File: config.mk
export PLATFORM = sky130hd
export DESIGN_NAME = dmss_serial_slave
export DESIGN_NICKNAME = d
export VERILOG_FILES = /design/src/shared/dmss_pkg.sv /design/src/rtl/dmss_serial_slave.sv /design/src/rtl/dmss_status.sv /design/src/rtl/dmss_sync.sv
export SDC_FILE = /design/constraint.sdc
export NUM_CORES = 1
export LEC_CHECK = 0
export ABC_AREA = 1
export BUFFER_PORTS_ARGS = -buffer_cell sky130_fd_sc_hd__buf_2
export CAP_MARGIN = 20
export CORE_ASPECT_RATIO = 0.5
export CORE_MARGIN = 5
export CORE_UTILIZATION = 50
export DETAILED_ROUTE_END_ITERATION = 16
export HOLD_SLACK_MARGIN = 0.03
export PLACE_DENSITY = 0.7
export SYNTH_ARGS = -nofsm -noshare
export SYNTH_HDL_FRONTEND = slang
export SYNTH_HIERARCHICAL = 1
export SYNTH_SLANG_ARGS = --single-unit
File: constraint.sdc
create_clock -name mclk -period 4.5 [get_ports mclk]
set_clock_uncertainty 0.1 [all_clocks]
set_input_delay 0.9 -clock mclk [delete_from_list [all_inputs] [get_ports mclk]]
set_output_delay 0.9 -clock mclk [all_outputs]
set_load 0.05 [all_outputs]
File: src/shared/dmss_pkg.sv
/*
  Shared constants and types for the dual-mode serial slave with status word.
  Assumes one system clock, mclk, fast enough to oversample the serial clock.
*/
package dmss_pkg;

  // Two-wire slave address: fixed upper nibble, lower three bits from straps
  localparam logic [3:0] ADDR_UPPER = 4'h4;
  // High-speed master code 00001xxx, upper five bits
  localparam logic [4:0] HS_CODE = 5'h01;
  // Rising serial clock edge, counted from the start, that enters high-speed mode
  localparam logic [3:0] HS_ENTRY_RISE = 4'hA;

  // Bit positions within a two-wire byte slot
  localparam logic [3:0] BYTE_BITS = 4'h8;
  localparam logic [3:0] ACK_DONE = 4'h9;

  // Four-wire frame
  localparam logic [4:0] SPI_CMD_BITS = 5'h08;
  localparam logic [4:0] SPI_FRAME_BITS = 5'h18;

  // Command byte layout
  localparam int CMD_READ_BIT = 7;
  localparam logic [7:0] STATUS_CMD = 8'hC4;
  localparam logic [7:0] SOFT_CLEAR_CMD = 8'h68;
  localparam logic [15:0] FULL_RESET_WORD = 16'h0001;

  // Status word after reset: only the arithmetic-unit busy flag is set
  localparam logic [15:0] STATUS_RESET = 16'h0400;

  typedef struct packed {
    logic [3:0] unused;
    logic convBusyFlag;
    logic arithBusyFlag;
    logic resultQueueEmpty;
    logic resultQueueOverflow;
    logic ch2OverCurrent;
    logic ch2UnderCurrent;
    logic ch2OverTemp;
    logic ch2UnderTemp;
    logic ch1OverCurrent;
    logic ch1UnderCurrent;
    logic ch1OverTemp;
    logic ch1UnderTemp;
  } dmss_status_t;

  typedef struct packed {
    logic spiSel;
    logic scl;
    logic sda;
    logic chipSelectN;
    logic sdi;
    logic [2:0] addrSel;
  } dmss_pins_t;

  // Idle bus levels, so the synchroniser leaves reset showing no edge
  localparam logic [7:0] PINS_IDLE = 8'h72;

endpackage
File: src/rtl/dmss_serial_slave.sv
/*
  Dual-mode serial register-access slave: two-wire bus or four-wire frames.
  Assumes an external register file answers regRdData for regCmd in the same
  cycle, and that the status flags come from logic on mclk.
*/
`timescale 1ns/1ns
// Operation
// - Status bits 11..8: busy, busy, empty, overflow
// - Reset status reads arithmetic busy only
// - Channel 2 threshold flags at bits 7..4
// - Channel 1 threshold flags at bits 3..0
// - Two-wire access carries 8-bit command byte
// - Two-wire bytes shift most significant first
// - One bit per clock, data stable high
// - Data change during clock high: control
// - Supports fast and high-speed clock rates
// - Start: data falls; stop: data rises
// - Repeated start keeps bus and speed
// - Acknowledge holds data low ninth clock
// - No acknowledge after full-reset clear write
// - Power-up in standard/fast timing mode
// - Master code 00001xxx gets not-acknowledge
// - High-speed on tenth rise after start
// - Stop in high-speed returns to fast
// - Four-wire frame: command plus 16 bits
// - Four-wire samples on rising clock
// - Four-wire read drives on falling clock
// - Four-wire command carries address, direction
// - Slave address 0x4 plus three straps
// - Read address byte returns last register
module dmss_serial_slave (
  // Clock and reset
  input wire logic mclk,
  input wire logic reset,
  // Mode and address straps
  input wire logic spiSel,
  input wire logic [2:0] addrSel,
  // Two-wire pins
  input wire logic scl,
  input wire logic sdaIn,
  output logic sdaOut,
  output logic sdaOeN,
  // Four-wire pins
  input wire logic chipSelectN,
  input wire logic sdi,
  output logic sdo,
  output logic sdoOeN,
  // Register file
  output logic [7:0] regCmd,
  output logic [15:0] regWrData,
  output logic regWrStrobe,
  input wire logic [15:0] regRdData,
  // Status and speed
  input wire dmss_pkg::dmss_status_t flagsIn,
  output dmss_pkg::dmss_status_t statusWord,
  output logic hsMode
);

  typedef enum logic [2:0] {
    I_IDLE = 3'b000,
    I_ADDR = 3'b001,
    I_CMD = 3'b010,
    I_WDATA = 3'b011,
    I_RDATA = 3'b100,
    I_HS = 3'b101
  } dmss_i2c_state_t;

  dmss_pkg::dmss_pins_t pinsRaw;
  dmss_pkg::dmss_pins_t pinsS;
  dmss_i2c_state_t state, next_state;
  logic sclQ, sdaQ;
  logic sclRise, sclFall, startSeen, stopSeen;
  logic [3:0] bitCnt, next_bitCnt;
  logic [3:0] riseCnt, next_riseCnt;
  logic [7:0] shiftIn, next_shiftIn;
  logic [7:0] dataHi, next_dataHi;
  logic [15:0] txWord, next_txWord;
  logic [15:0] spiShift, next_spiShift;
  logic [15:0] spiTx, next_spiTx;
  logic [4:0] spiCnt, next_spiCnt;
  logic rwBit, next_rwBit;
  logic byteHigh, next_byteHigh;
  logic hsPending, next_hsPending;
  logic next_hsMode, next_sdaOeN, next_sdo, next_sdoOeN, next_regWrStrobe;
  logic [7:0] next_regCmd;
  logic [15:0] next_regWrData;
  logic [15:0] rdWord;
  logic addrMatch;

  // Rates up to 3.4 MHz leave dozens of mclk cycles per clock phase
  assign pinsRaw = '{spiSel: spiSel, scl: scl, sda: sdaIn, chipSelectN: chipSelectN,
                     sdi: sdi, addrSel: addrSel};

  dmss_sync #(
    .WIDTH($bits(dmss_pkg::dmss_pins_t)),
    .RESET_VALUE(dmss_pkg::PINS_IDLE)
  ) u_sync (
    .mclk(mclk),
    .reset(reset),
    .asyncIn(pinsRaw),
    .syncOut(pinsS)
  );

  dmss_status u_status (
    .mclk(mclk),
    .reset(reset),
    .flagsIn(flagsIn),
    .statusWord(statusWord)
  );

  // Open drain: only ever pulls low
  assign sdaOut = 1'b0;

  assign sclRise = pinsS.scl & ~sclQ;
  assign sclFall = ~pinsS.scl & sclQ;
  // Data moving under a steady high clock is a bus condition
  assign startSeen = ~pinsS.spiSel & pinsS.scl & sclQ & sdaQ & ~pinsS.sda;
  assign stopSeen = ~pinsS.spiSel & pinsS.scl & sclQ & ~sdaQ & pinsS.sda;
  assign addrMatch = (shiftIn[7:1] == {dmss_pkg::ADDR_UPPER, pinsS.addrSel});
  assign rdWord = (regCmd == dmss_pkg::STATUS_CMD) ? statusWord : regRdData;

  always_comb begin
    next_state = state;
    next_bitCnt = bitCnt;
    next_riseCnt = riseCnt;
    next_shiftIn = shiftIn;
    next_dataHi = dataHi;
    next_txWord = txWord;
    next_spiShift = spiShift;
    next_spiTx = spiTx;
    next_spiCnt = spiCnt;
    next_rwBit = rwBit;
    next_byteHigh = byteHigh;
    next_hsPending = hsPending;
    next_hsMode = hsMode;
    next_sdaOeN = sdaOeN;
    next_sdo = sdo;
    next_sdoOeN = sdoOeN;
    next_regCmd = regCmd;
    next_regWrData = regWrData;
    next_regWrStrobe = 1'b0;
    if (pinsS.spiSel) begin
      next_state = I_IDLE;
      next_sdaOeN = 1'b1;
      next_hsMode = 1'b0;
      next_hsPending = 1'b0;
      if (pinsS.chipSelectN) begin
        // Deselected: clock ignored, frame restarts on next select
        next_spiCnt = 5'h00;
        next_sdoOeN = 1'b1;
      end else begin
        if (sclRise && spiCnt != dmss_pkg::SPI_FRAME_BITS) begin
          next_spiShift = {spiShift[14:0], pinsS.sdi};
          next_spiCnt = spiCnt + 5'h01;
          if (spiCnt == dmss_pkg::SPI_CMD_BITS - 5'h01) begin
            next_regCmd = {spiShift[6:0], pinsS.sdi};
          end
          if (spiCnt == dmss_pkg::SPI_FRAME_BITS - 5'h01 && !regCmd[dmss_pkg::CMD_READ_BIT]) begin
            next_regWrData = {spiShift[14:0], pinsS.sdi};
            next_regWrStrobe = 1'b1;
          end
        end
        if (sclFall && spiCnt >= dmss_pkg::SPI_CMD_BITS && spiCnt < dmss_pkg::SPI_FRAME_BITS
            && regCmd[dmss_pkg::CMD_READ_BIT]) begin
          next_sdoOeN = 1'b0;
          if (spiCnt == dmss_pkg::SPI_CMD_BITS) begin
            next_sdo = rdWord[15];
            next_spiTx = {rdWord[14:0], 1'b0};
          end else begin
            next_sdo = spiTx[15];
            next_spiTx = {spiTx[14:0], 1'b0};
          end
        end
      end
    end else begin
      next_spiCnt = 5'h00;
      next_sdoOeN = 1'b1;
      if (stopSeen) begin
        next_state = I_IDLE;
        next_sdaOeN = 1'b1;
        next_hsMode = 1'b0;
        next_hsPending = 1'b0;
      end else if (startSeen) begin
        // A repeated start leaves hsMode as it is
        next_state = I_ADDR;
        next_bitCnt = 4'h0;
        next_sdaOeN = 1'b1;
        if (!hsPending) begin
          next_riseCnt = 4'h0;
        end
      end else begin
        // Count from the start: the master code uses eight rises before hsPending is set
        if (sclRise && (hsPending || state == I_ADDR)) begin
          next_riseCnt = riseCnt + 4'h1;
          if (hsPending && riseCnt == dmss_pkg::HS_ENTRY_RISE - 4'h1) begin
            next_hsMode = 1'b1;
            next_hsPending = 1'b0;
          end
        end
        if (sclRise && state != I_IDLE) begin
          if (bitCnt != dmss_pkg::ACK_DONE) begin
            next_bitCnt = bitCnt + 4'h1;
          end
          if (bitCnt < dmss_pkg::BYTE_BITS) begin
            next_shiftIn = {shiftIn[6:0], pinsS.sda};
          end
          if (bitCnt == dmss_pkg::BYTE_BITS && state == I_RDATA && pinsS.sda) begin
            next_state = I_IDLE;
          end
        end
        if (sclFall && state != I_IDLE) begin
          if (bitCnt == dmss_pkg::BYTE_BITS) begin
            unique case (state)
              I_ADDR: begin
                if (shiftIn[7:3] == dmss_pkg::HS_CODE) begin
                  next_state = I_HS;
                  next_hsPending = 1'b1;
                end else if (addrMatch) begin
                  next_sdaOeN = 1'b0;
                  next_rwBit = shiftIn[0];
                end else begin
                  next_state = I_IDLE;
                end
              end
              I_CMD: begin
                next_sdaOeN = 1'b0;
                next_regCmd = shiftIn;
              end
              I_WDATA: begin
                if (byteHigh) begin
                  next_dataHi = shiftIn;
                  next_sdaOeN = 1'b0;
                end else begin
                  next_regWrData = {dataHi, shiftIn};
                  next_regWrStrobe = 1'b1;
                  // Full reset write is left unacknowledged
                  next_sdaOeN = (regCmd == dmss_pkg::SOFT_CLEAR_CMD)
                    && ({dataHi, shiftIn} == dmss_pkg::FULL_RESET_WORD);
                end
              end
              I_RDATA: next_sdaOeN = 1'b1;
              I_HS: next_sdaOeN = 1'b1;
              default: next_state = I_IDLE;
            endcase
          end else if (bitCnt == dmss_pkg::ACK_DONE) begin
            next_bitCnt = 4'h0;
            next_sdaOeN = 1'b1;
            if ((state == I_ADDR && rwBit) || (state == I_RDATA && !byteHigh)) begin
              // Read skips the command byte, high byte first
              next_state = I_RDATA;
              next_byteHigh = 1'b1;
              next_sdaOeN = rdWord[15];
              next_txWord = {rdWord[14:0], 1'b0};
            end else if (state == I_RDATA) begin
              next_byteHigh = 1'b0;
              next_sdaOeN = txWord[15];
              next_txWord = {txWord[14:0], 1'b0};
            end else if (state == I_ADDR) begin
              next_state = I_CMD;
            end else if (state == I_CMD) begin
              // Read command: master follows with a repeated start
              next_state = regCmd[dmss_pkg::CMD_READ_BIT] ? I_IDLE : I_WDATA;
              next_byteHigh = 1'b1;
            end else if (state == I_WDATA) begin
              next_byteHigh = ~byteHigh;
            end else begin
              next_state = I_IDLE;
            end
          end else if (state == I_RDATA) begin
            next_sdaOeN = txWord[15];
            next_txWord = {txWord[14:0], 1'b0};
          end
        end
      end
    end
  end

  always_ff @(posedge mclk or posedge reset) begin
    if (reset) begin
      state <= I_IDLE;
      sclQ <= 1'b1;
      sdaQ <= 1'b1;
      bitCnt <= 4'h0;
      riseCnt <= 4'h0;
      shiftIn <= 8'h00;
      dataHi <= 8'h00;
      txWord <= 16'h0000;
      spiShift <= 16'h0000;
      spiTx <= 16'h0000;
      spiCnt <= 5'h00;
      rwBit <= 1'b0;
      byteHigh <= 1'b1;
      hsPending <= 1'b0;
      hsMode <= 1'b0;
      sdaOeN <= 1'b1;
      sdo <= 1'b0;
      sdoOeN <= 1'b1;
      regCmd <= 8'h00;
      regWrData <= 16'h0000;
      regWrStrobe <= 1'b0;
    end else begin
      state <= next_state;
      sclQ <= pinsS.scl;
      sdaQ <= pinsS.sda;
      bitCnt <= next_bitCnt;
      riseCnt <= next_riseCnt;
      shiftIn <= next_shiftIn;
      dataHi <= next_dataHi;
      txWord <= next_txWord;
      spiShift <= next_spiShift;
      spiTx <= next_spiTx;
      spiCnt <= next_spiCnt;
      rwBit <= next_rwBit;
      byteHigh <= next_byteHigh;
      hsPending <= next_hsPending;
      hsMode <= next_hsMode;
      sdaOeN <= next_sdaOeN;
      sdo <= next_sdo;
      sdoOeN <= next_sdoOeN;
      regCmd <= next_regCmd;
      regWrData <= next_regWrData;
      regWrStrobe <= next_regWrStrobe;
    end
  end

  a_sda_clock_low: assert property (@(posedge mclk) disable iff (reset)
    $changed(sdaOeN) |-> $past(sclFall || startSeen || stopSeen || pinsS.spiSel))
    else $error("sda drive changed while clock high");

  a_start_addr: assert property (@(posedge mclk) disable iff (reset)
    startSeen |=> (state == I_ADDR && bitCnt == 4'h0))
    else $error("start did not open address phase");

  a_ack_ninth: assert property (@(posedge mclk) disable iff (reset)
    (state == I_CMD && sclFall && bitCnt == 4'h8 && !pinsS.spiSel && !startSeen)
      |=> (!sdaOeN && regCmd == $past(shiftIn)))
    else $error("command byte not acknowledged");

  a_hs_nack: assert property (@(posedge mclk) disable iff (reset)
    (state == I_HS) |-> sdaOeN)
    else $error("master code acknowledged");

  a_hs_entry: assert property (@(posedge mclk) disable iff (reset)
    (hsPending && sclRise && riseCnt == 4'h9 && !pinsS.spiSel) |=> (hsMode && !hsPending))
    else $error("high-speed not entered on tenth rise");

  a_stop_fs: assert property (@(posedge mclk) disable iff (reset)
    stopSeen |=> (!hsMode && state == I_IDLE))
    else $error("stop left high-speed mode set");

  a_soft_clear: assert property (@(posedge mclk) disable iff (reset)
    (state == I_WDATA && !byteHigh && sclFall && bitCnt == 4'h8 && !pinsS.spiSel && !startSeen
      && regCmd == dmss_pkg::SOFT_CLEAR_CMD && {dataHi, shiftIn} == dmss_pkg::FULL_RESET_WORD)
      |=> (sdaOeN && regWrStrobe))
    else $error("full reset write acknowledged");

  a_read_skip: assert property (@(posedge mclk) disable iff (reset)
    (state == I_ADDR && rwBit && sclFall && bitCnt == 4'h9 && !pinsS.spiSel && !startSeen)
      |=> (state == I_RDATA && sdaOeN == $past(rdWord[15])))
    else $error("read address did not return last register");

  a_spi_len: assert property (@(posedge mclk) disable iff (reset)
    (regWrStrobe && $past(pinsS.spiSel)) |-> (spiCnt == 5'h18))
    else $error("four-wire write not after 24 bits");

  a_spi_fall: assert property (@(posedge mclk) disable iff (reset)
    $changed(sdo) |-> $past(sclFall && pinsS.spiSel && spiCnt >= 5'h08))
    else $error("four-wire data moved off a falling edge");

endmodule

File: src/rtl/dmss_status.sv
/*
  Read-only status word register.
  Assumes flag inputs come from logic on mclk, so no synchroniser is needed.
*/
`timescale 1ns/1ns
module dmss_status (
  // Clock and reset
  input wire logic mclk,
  input wire logic reset,
  // Live flags in, registered word out
  input wire dmss_pkg::dmss_status_t flagsIn,
  output dmss_pkg::dmss_status_t statusWord
);

  dmss_pkg::dmss_status_t next_statusWord;

  always_comb begin
    next_statusWord = flagsIn;
    next_statusWord.unused = 4'h0;
  end

  always_ff @(posedge mclk or posedge reset) begin
    if (reset) begin
      statusWord <= dmss_pkg::STATUS_RESET;
    end else begin
      statusWord <= next_statusWord;
    end
  end

  a_status_por: assert property (@(posedge mclk) disable iff (reset)
    $fell(reset) |-> (statusWord[10] == 1'b1 && statusWord[11:0] == 12'h400))
    else $error("status word wrong after reset");

  a_status_map: assert property (@(posedge mclk) disable iff (reset)
    !$past(reset) |-> (statusWord[11] == $past(flagsIn.convBusyFlag)
      && statusWord[8] == $past(flagsIn.resultQueueOverflow)
      && statusWord[7] == $past(flagsIn.ch2OverCurrent)
      && statusWord[0] == $past(flagsIn.ch1UnderTemp)))
    else $error("status flag in wrong bit");

endmodule

File: src/rtl/dmss_sync.sv
/*
  Two-flop synchroniser, one stage pair per bit.
  Assumes inputs are asynchronous pins; only the second stage is read outside.
*/
`timescale 1ns/1ns
module dmss_sync #(
  parameter int WIDTH = 8,
  parameter logic [WIDTH-1:0] RESET_VALUE = '0
) (
  // Clock and reset
  input wire logic mclk,
  input wire logic reset,
  // Pins in, synchronised copies out
  input wire logic [WIDTH-1:0] asyncIn,
  output logic [WIDTH-1:0] syncOut
);

  logic [WIDTH-1:0] stage1;

  genvar i;
  generate
    for (i = 0; i < WIDTH; i++) begin : g_bit
      always_ff @(posedge mclk or posedge reset) begin
        if (reset) begin
          stage1[i] <= RESET_VALUE[i];
          syncOut[i] <= RESET_VALUE[i];
        end else begin
          stage1[i] <= asyncIn[i];
          syncOut[i] <= stage1[i];
        end
      end
    end
  endgenerate

endmodule

==> summary.txt, run 1 <==
Placement
  • I/O Buffers: slightly below 80
  • Post-DP HPWL: between 10 and 15 mm
  • Gpl congestion: between 0.8 and 0.9

STA
  • FMAX: approximately 430 MHz
  • Setup TNS Final: 0 ns
  • Worst Max-Slew Pin Slew: between 0.7 and 0.8 ns
  • # setup viols final: 0
  • RSZ-0062 raised after global routing: false
  • Max-slew headroom: 0.529
  • Minimum clock period: between 2 and 2.5 ns
  • Slew Limit Fails: 0
  • Final Hold Viols: 0
  • Tcrit/Tclk final: 0.521

Logic synthesis
  • Cell Area, Synth: between 0.006 and 0.007 mm2
  • Post-synthesis register bit count: 140
  • Post-synth EDFFs: 0
  • Ys async rst share: 1.00
  • Syn. warnings: 6
  • Share of the synthesized area in the top cell type: 0.460
  • Synth cell count leaders: nand2_1 (234), dfrtp_1 (126), inv_1 (84)
  • Mean post-synth cell area: between 8 and 9 um2
  • Post-synth cell types: 46
  • Cells after synthesis: 829
  • Cell taking the most area after synthesis: dfrtp_1
  • Top cells by area, synth: dfrtp_1 (46%), nand2_1 (13%), dfstp_2 (5.4%)
  • Count leader, synth: nand2_1
  • Post-synthesis sequential area ratio: 0.514
  • Top FF cell, synth: dfrtp_1

Layout
  • Multi-input combinational cell area: between 0.002 and 0.003 mm2
  • Diode count: 0
  • Seq. cell area: approximately 0.0035 mm2
  • Finished Core Util: 0.592
  • Nets: 954
  • Fill cell count: ~1200
  • Area delta synth->final: 16.5%
  • Share of cells above drive strength 1: 0.189

Drt
  • Final wirelength: between 15 and 20 mm
  • Via-to-Cell Ratio: about 5.2
  • DRC: 0
  • Routed Antenna Nets: 0
  • Routed len/inst: between 10 and 15 um
  • Via count: about 5700
  • Starting DRT DRC Count: 400
  • DR pass1 iterations: 5

Floorplanning
  • DIE HEIGHT: about 90 um
  • I/O pin count: 88
  • Initial core utilization: 0.509
  • Rows: 30
  • CORE AREA: 0.0135 mm2
  • Die width: between 150 and 200 um
  • Die ar.: around 0.016 mm2

Clocking
  • Root buffer cell: clkbuf_16
  • H-tree levels: 4
  • Hold_buf cts: 0
  • Resize count post-CTS: 0
  • Post-CTS Setup Repair Bufs: 0
  • Skew-Pair Late Insertion Delay: around 0.42 ns
  • CTS tree: done
  • Sink Count: between 100 and 150
  • Worst-path clk slew: 0.06 ns
  • Clock Path Buffers: 2
  • TritonCTS Buffers: 17

Hold path
  • Worst Hold Class: reg -> reg

Global routing
  • Vias in the first global route: between 5000 and 6000
  • First-pass GRT wire length: 26.8 mm
  • Largest net degree at the start of global routing: between 50 and 60
  • Gr usage total: 0.205
  • Initial antenna violation count: 1
  • Grt ovf: 0

Worst setup path
  • Crit path required time: ~4.7 ns
  • Worst Path Class, Setup: reg -> reg
  • Arr. time, crit path: 2.58 ns
  • CP Capture Type: flip-flop
  • Worst setup SP type: flip-flop
  • Worst-path maximum fanout: 38

Job
  • Max-cap viol count: 0

Power
  • Power per Cell Area: a little under 400 mW/mm2
  • Lkg Pwr: 3.98 nW
  • Worst VDD drop: about 160 uV

Run status
  • Outcome: finished, final reports clean
==> power breakdown <==
| part | switching [W] | total (W) | internal (W) |
|---|---|---|---|
| Combinational | 0.000221 | 0.000295 | 0.0000737 |
| Sequential | 0.0000365 | 0.00134 | 0.00131 |
| Clock | 0.000561 | 0.00152 | 0.000961 |
| Total | 0.000819 | 0.00316 | 0.00234 |
==> cell usage in the layout, fill, tap and decap left out, types with 3 or more instances in the layout <==
master / instances
clkbuf_16: 17
inv_2: 10
buf_2: 78
nor2_4: 5
a22oi_1: 15
nand2_2: 8
inv_1: 83
o21ai_0: 70
nor2_1: 55
ha_1: 9
bufinv_16: 4
clkinv_4: 6
nand4_1: 4
nand3_1: 40
nor2_2: 3
nand2_1: 234
o21ai_1: 22
dfrtp_1: 126
o22ai_1: 5
dfstp_2: 14
a21oi_1: 54
conb_1: 5
buf_4: 3
xor2_1: 5
nor3_1: 6
clkinv_2: 4
nand3_2: 3
==> kinds of logic (layout without fill, tap and decap cells) <==
family / Yosys count / in the layout / synth area share
buf+inv: 127 / 211 / 0.0803
compound gates: 176 / 176 / 0.141
flops: 140 / 140 / 0.514
fa+ha+maj: 9 / 9 / 0.0164
xor+xnor: 5 / 5 / 0.00639
simple gates: 370 / 370 / 0.241
other cells: 2 / 5 / 0.00110
==> worst paths after layout <==
| path | startpoint | to | slack [ns] | cells after the start |
|---|---|---|---|---|
| max in group asynchronous | reset | byteHigh | 3.02 | 3 |
| min in group asynchronous | reset | u_status/statusWord[5] | 0.42 | 2 |
| worst min-delay path | u_sync/stage1[2] | u_sync/syncOut[2] | 0.25 | 0 |
| worst max-delay path | u_sync/syncOut[7] | spiTx[9] | 2.16 | 8 |
| worst max register to register | u_sync/syncOut[7] | spiTx[9] | 2.16 | 8 |
| worst min register to register | u_sync/stage1[2] | u_sync/syncOut[2] | 0.25 | 0 |
==> metrics by stage <==
step,power (W),hold WS (ns),instances,cell area [um2],setup slack [ns]
final,0.00316,0.247,1092,7980,2.16
after global routing,0.00328,0.252,1092,7980,1.96
after CTS,0.00319,0.249,1092,7980,2.14
after detailed placement,0.00166,0.236,1060,7340,2.16
after global placement,0.00165,0.235,1060,7340,2.24
after floorplan,0.00157,0.231,832,6860,0.549
==> flip-flops by register name (all words and copies together), names as in the netlist, 3 cells and up <==
name,flops
u_sync/syncOut,8
spiTx,15
spiCnt,5
riseCnt,4
shiftIn,8
regWrData,16
state,3
u_status/statusWord,12
spiShift,15
bitCnt,4
txWord,16
regCmd,8
dataHi,8
u_sync/stage1,8
==> final cells by class <==
class / instances / area share
clock inverter: 13 / 0.0238
inverter: 97 / 0.0469
sequential: 140 / 0.441
clock buffer: 19 / 0.0567
tap: 176 / 0.0276
multi-input combinational: 565 / 0.350
timing repair buffer: 82 / 0.0542
==> worst max-delay path: stages, from the launching register on <==
cell and delay, ns:
dfrtp_1 0.34, buf_4 0.33, inv_2 0.20, or2_1 0.31, inv_2 0.12, nand4_4 0.25, inv_2 0.35, o21ai_1 0.11
o22ai_1 0.13
==> per-layer routing <==
layer,global-route usage,wire length (um),vias up
met5,0,13,-
met4,0.0674,247,2
met3,0.0481,1020,25
met2,0.324,7280,175
met1,0.282,7560,2681
li1,-,-,2810
Note: power is estimated with default switching activity, not from simulation.
==> run 2: changes to the inputs <==
clock period = 2.3 ns   (was 4.5 ns; I/O delays follow)
==> summary.txt, run 2 (synthesis gave the netlist of run 1 again) <==
Run status
  • Outcome: finished, final reports clean

Layout
  • Nets: 970
  • Most frequent cells in the layout: nand2_1 (234), dfrtp_1 (126), inv_1 (83)
  • Area delta synth->final: 18.3%
  • Seq. cell area: approximately 0.0035 mm2
  • Top Registers: regWrData: 16 flops, txWord: 16 flops
  • Multi-input combinational cell area: ~0.0028 mm2
  • Share of cells above drive strength 1: 0.194
  • Diode count: 0
  • Commonest non-fill, non-tap cell in the layout: nand2_1
  • Fill cell count: roughly 1200

Placement
  • Gpl congestion: roughly 0.93
  • I/O Buffers: 78
  • Post-DP HPWL: 11.6 mm

STA
  • RSZ-0062 raised after global routing: false
  • FMAX: approximately 470 MHz
  • Slew Limit Fails: 0
  • Final Hold Viols: 0
  • Minimum clock period: 2.11 ns
  • Tcrit/Tclk final: 0.918
  • Worst Max-Slew Pin Slew: 0.642 ns
  • Max-slew headroom: 0.572
  • Setup TNS Final: 0 ns
  • # setup viols final: 0

Clocking
  • CTS tree: done
  • Root buffer cell: clkbuf_16
  • Sink Count: 140
  • H-tree levels: 4
  • TritonCTS Buffers: 17
  • Worst-path clk slew: 0.06 ns
  • Skew-Pair Late Insertion Delay: ~0.42 ns
  • Post-CTS Setup Repair Bufs: 0
  • Clock Path Buffers: 2

Floorplanning
  • Initial core utilization: 0.509
  • I/O pin count: between 80 and 90
  • Die width: approximately 180 um
  • DIE HEIGHT: 92.8 um
  • CORE AREA: between 0.01 and 0.015 mm2
  • Rows: 30
  • Die ar.: 0.0163 mm2

Global routing
  • Gr usage total: 0.214
  • Grt ovf: 0
  • First-pass GRT wire length: roughly 28 mm
  • Vias in the first global route: roughly 5700
  • Initial antenna violation count: 0
  • Largest net degree at the start of global routing: roughly 110

Drt
  • Starting DRT DRC Count: 348
  • DR pass1 iterations: 5
  • Via-to-Cell Ratio: approximately 5.2
  • Routed len/inst: roughly 15 um
  • Routed Antenna Nets: 0
  • Final wirelength: roughly 17 mm
  • Via count: approximately 5700
  • DRC: 0

Power
  • Pwr Total: 0.00613 W
  • Worst VDD drop: 319 uV
  • Power per Cell Area: between 700 and 800 mW/mm2
  • Lkg Pwr: between 4 and 5 nW

Worst setup path
  • Slowest stage cell, crit path: dfrtp_1
  • Max incr delay on CP: 0.41 ns
  • Worst Path Class, Setup: reg -> reg
  • CP cell instances: inv_1 > ha_1 > nand3_4 > clkinv_4 > nor2_4 > nand4_2 > and2_1
  • Crit path required time: about 2.5 ns
  • Worst-path maximum fanout: 16
  • CP Capture Type: flip-flop
  • Arr. time, crit path: 2.32 ns
  • Worst setup SP type: flip-flop

Job
  • Max-cap viol count: 0

Hold path
  • Worst Hold Class: in -> reg
## run 2: timing repair
item                                    CTS  global route
resized for setup                         0             1
endpoints found under the setup margin    0             1
hold buffers                              6             3
hold endpoints to repair                 16             3
## run 2: layout make-up
cell class                 count  area share
timing repair buffer          98      0.0710
clock buffer                  18      0.0542
multi-input combinational    565       0.345
clock inverter                14      0.0224
tap                          176      0.0272
sequential                   140       0.434
inverter                      97      0.0463
## run 2: path summary, 6_finish.rpt
check,start,to,slack (ns),depth (start not counted)
worst max-delay path,bitCnt[0],txWord[0],0.19,7
worst min-delay path,flagsIn[6],u_status/statusWord[6],0.04,1
worst max register to register,bitCnt[0],txWord[0],0.19,7
worst min register to register,u_sync/stage1[7],u_sync/syncOut[7],0.24,0
max in group asynchronous,reset,dataHi[7],0.94,4
min in group asynchronous,reset,u_status/statusWord[6],0.52,3
## run 2: worst max-delay path, delay by kind of cell, from the launching register on
family,cells,cell delay [ns]
adder cells (fa/ha/maj),1,0.26
buffers and inverters,2,0.19
flip-flops,1,0.41
AND/OR/NAND/NOR,4,1.03
## run 2: layer usage
| metal | share of wire | GRT usage |
|---|---|---|
| met1 | 0.46 | 0.292 |
| met2 | 0.45 | 0.341 |
| met3 | 0.070 | 0.0538 |
| met4 | 0.017 | 0.0642 |
| met5 | 0 | 0 |
## run 2: power breakdown
part	internal, W	leakage (nW)	switching, W
clock	0.00176	0.296	0.00114
sequential	0.00256	1.69	0.0000707
combinational	0.000156	2.04	0.000440
total	0.00447	4.03	0.00165
## run 2: stage by stage
| stage | util | hold slack [ns] | instances | setup WS (ns) | cell area, um2 |
|---|---|---|---|---|---|
| detailed placement | 0.549 | 0.237 | 1067 | 0.170 | 7390 |
| global placement | 0.549 | 0.235 | 1067 | 0.192 | 7390 |
| finish | 0.602 | 0.0405 | 1108 | 0.190 | 8110 |
| CTS | 0.599 | 0.0314 | 1105 | 0.160 | 8080 |
| global route | 0.602 | 0.0310 | 1108 | 0.0133 | 8110 |
| floorplan | - | 0.224 | 832 | 0.378 | 6870 |
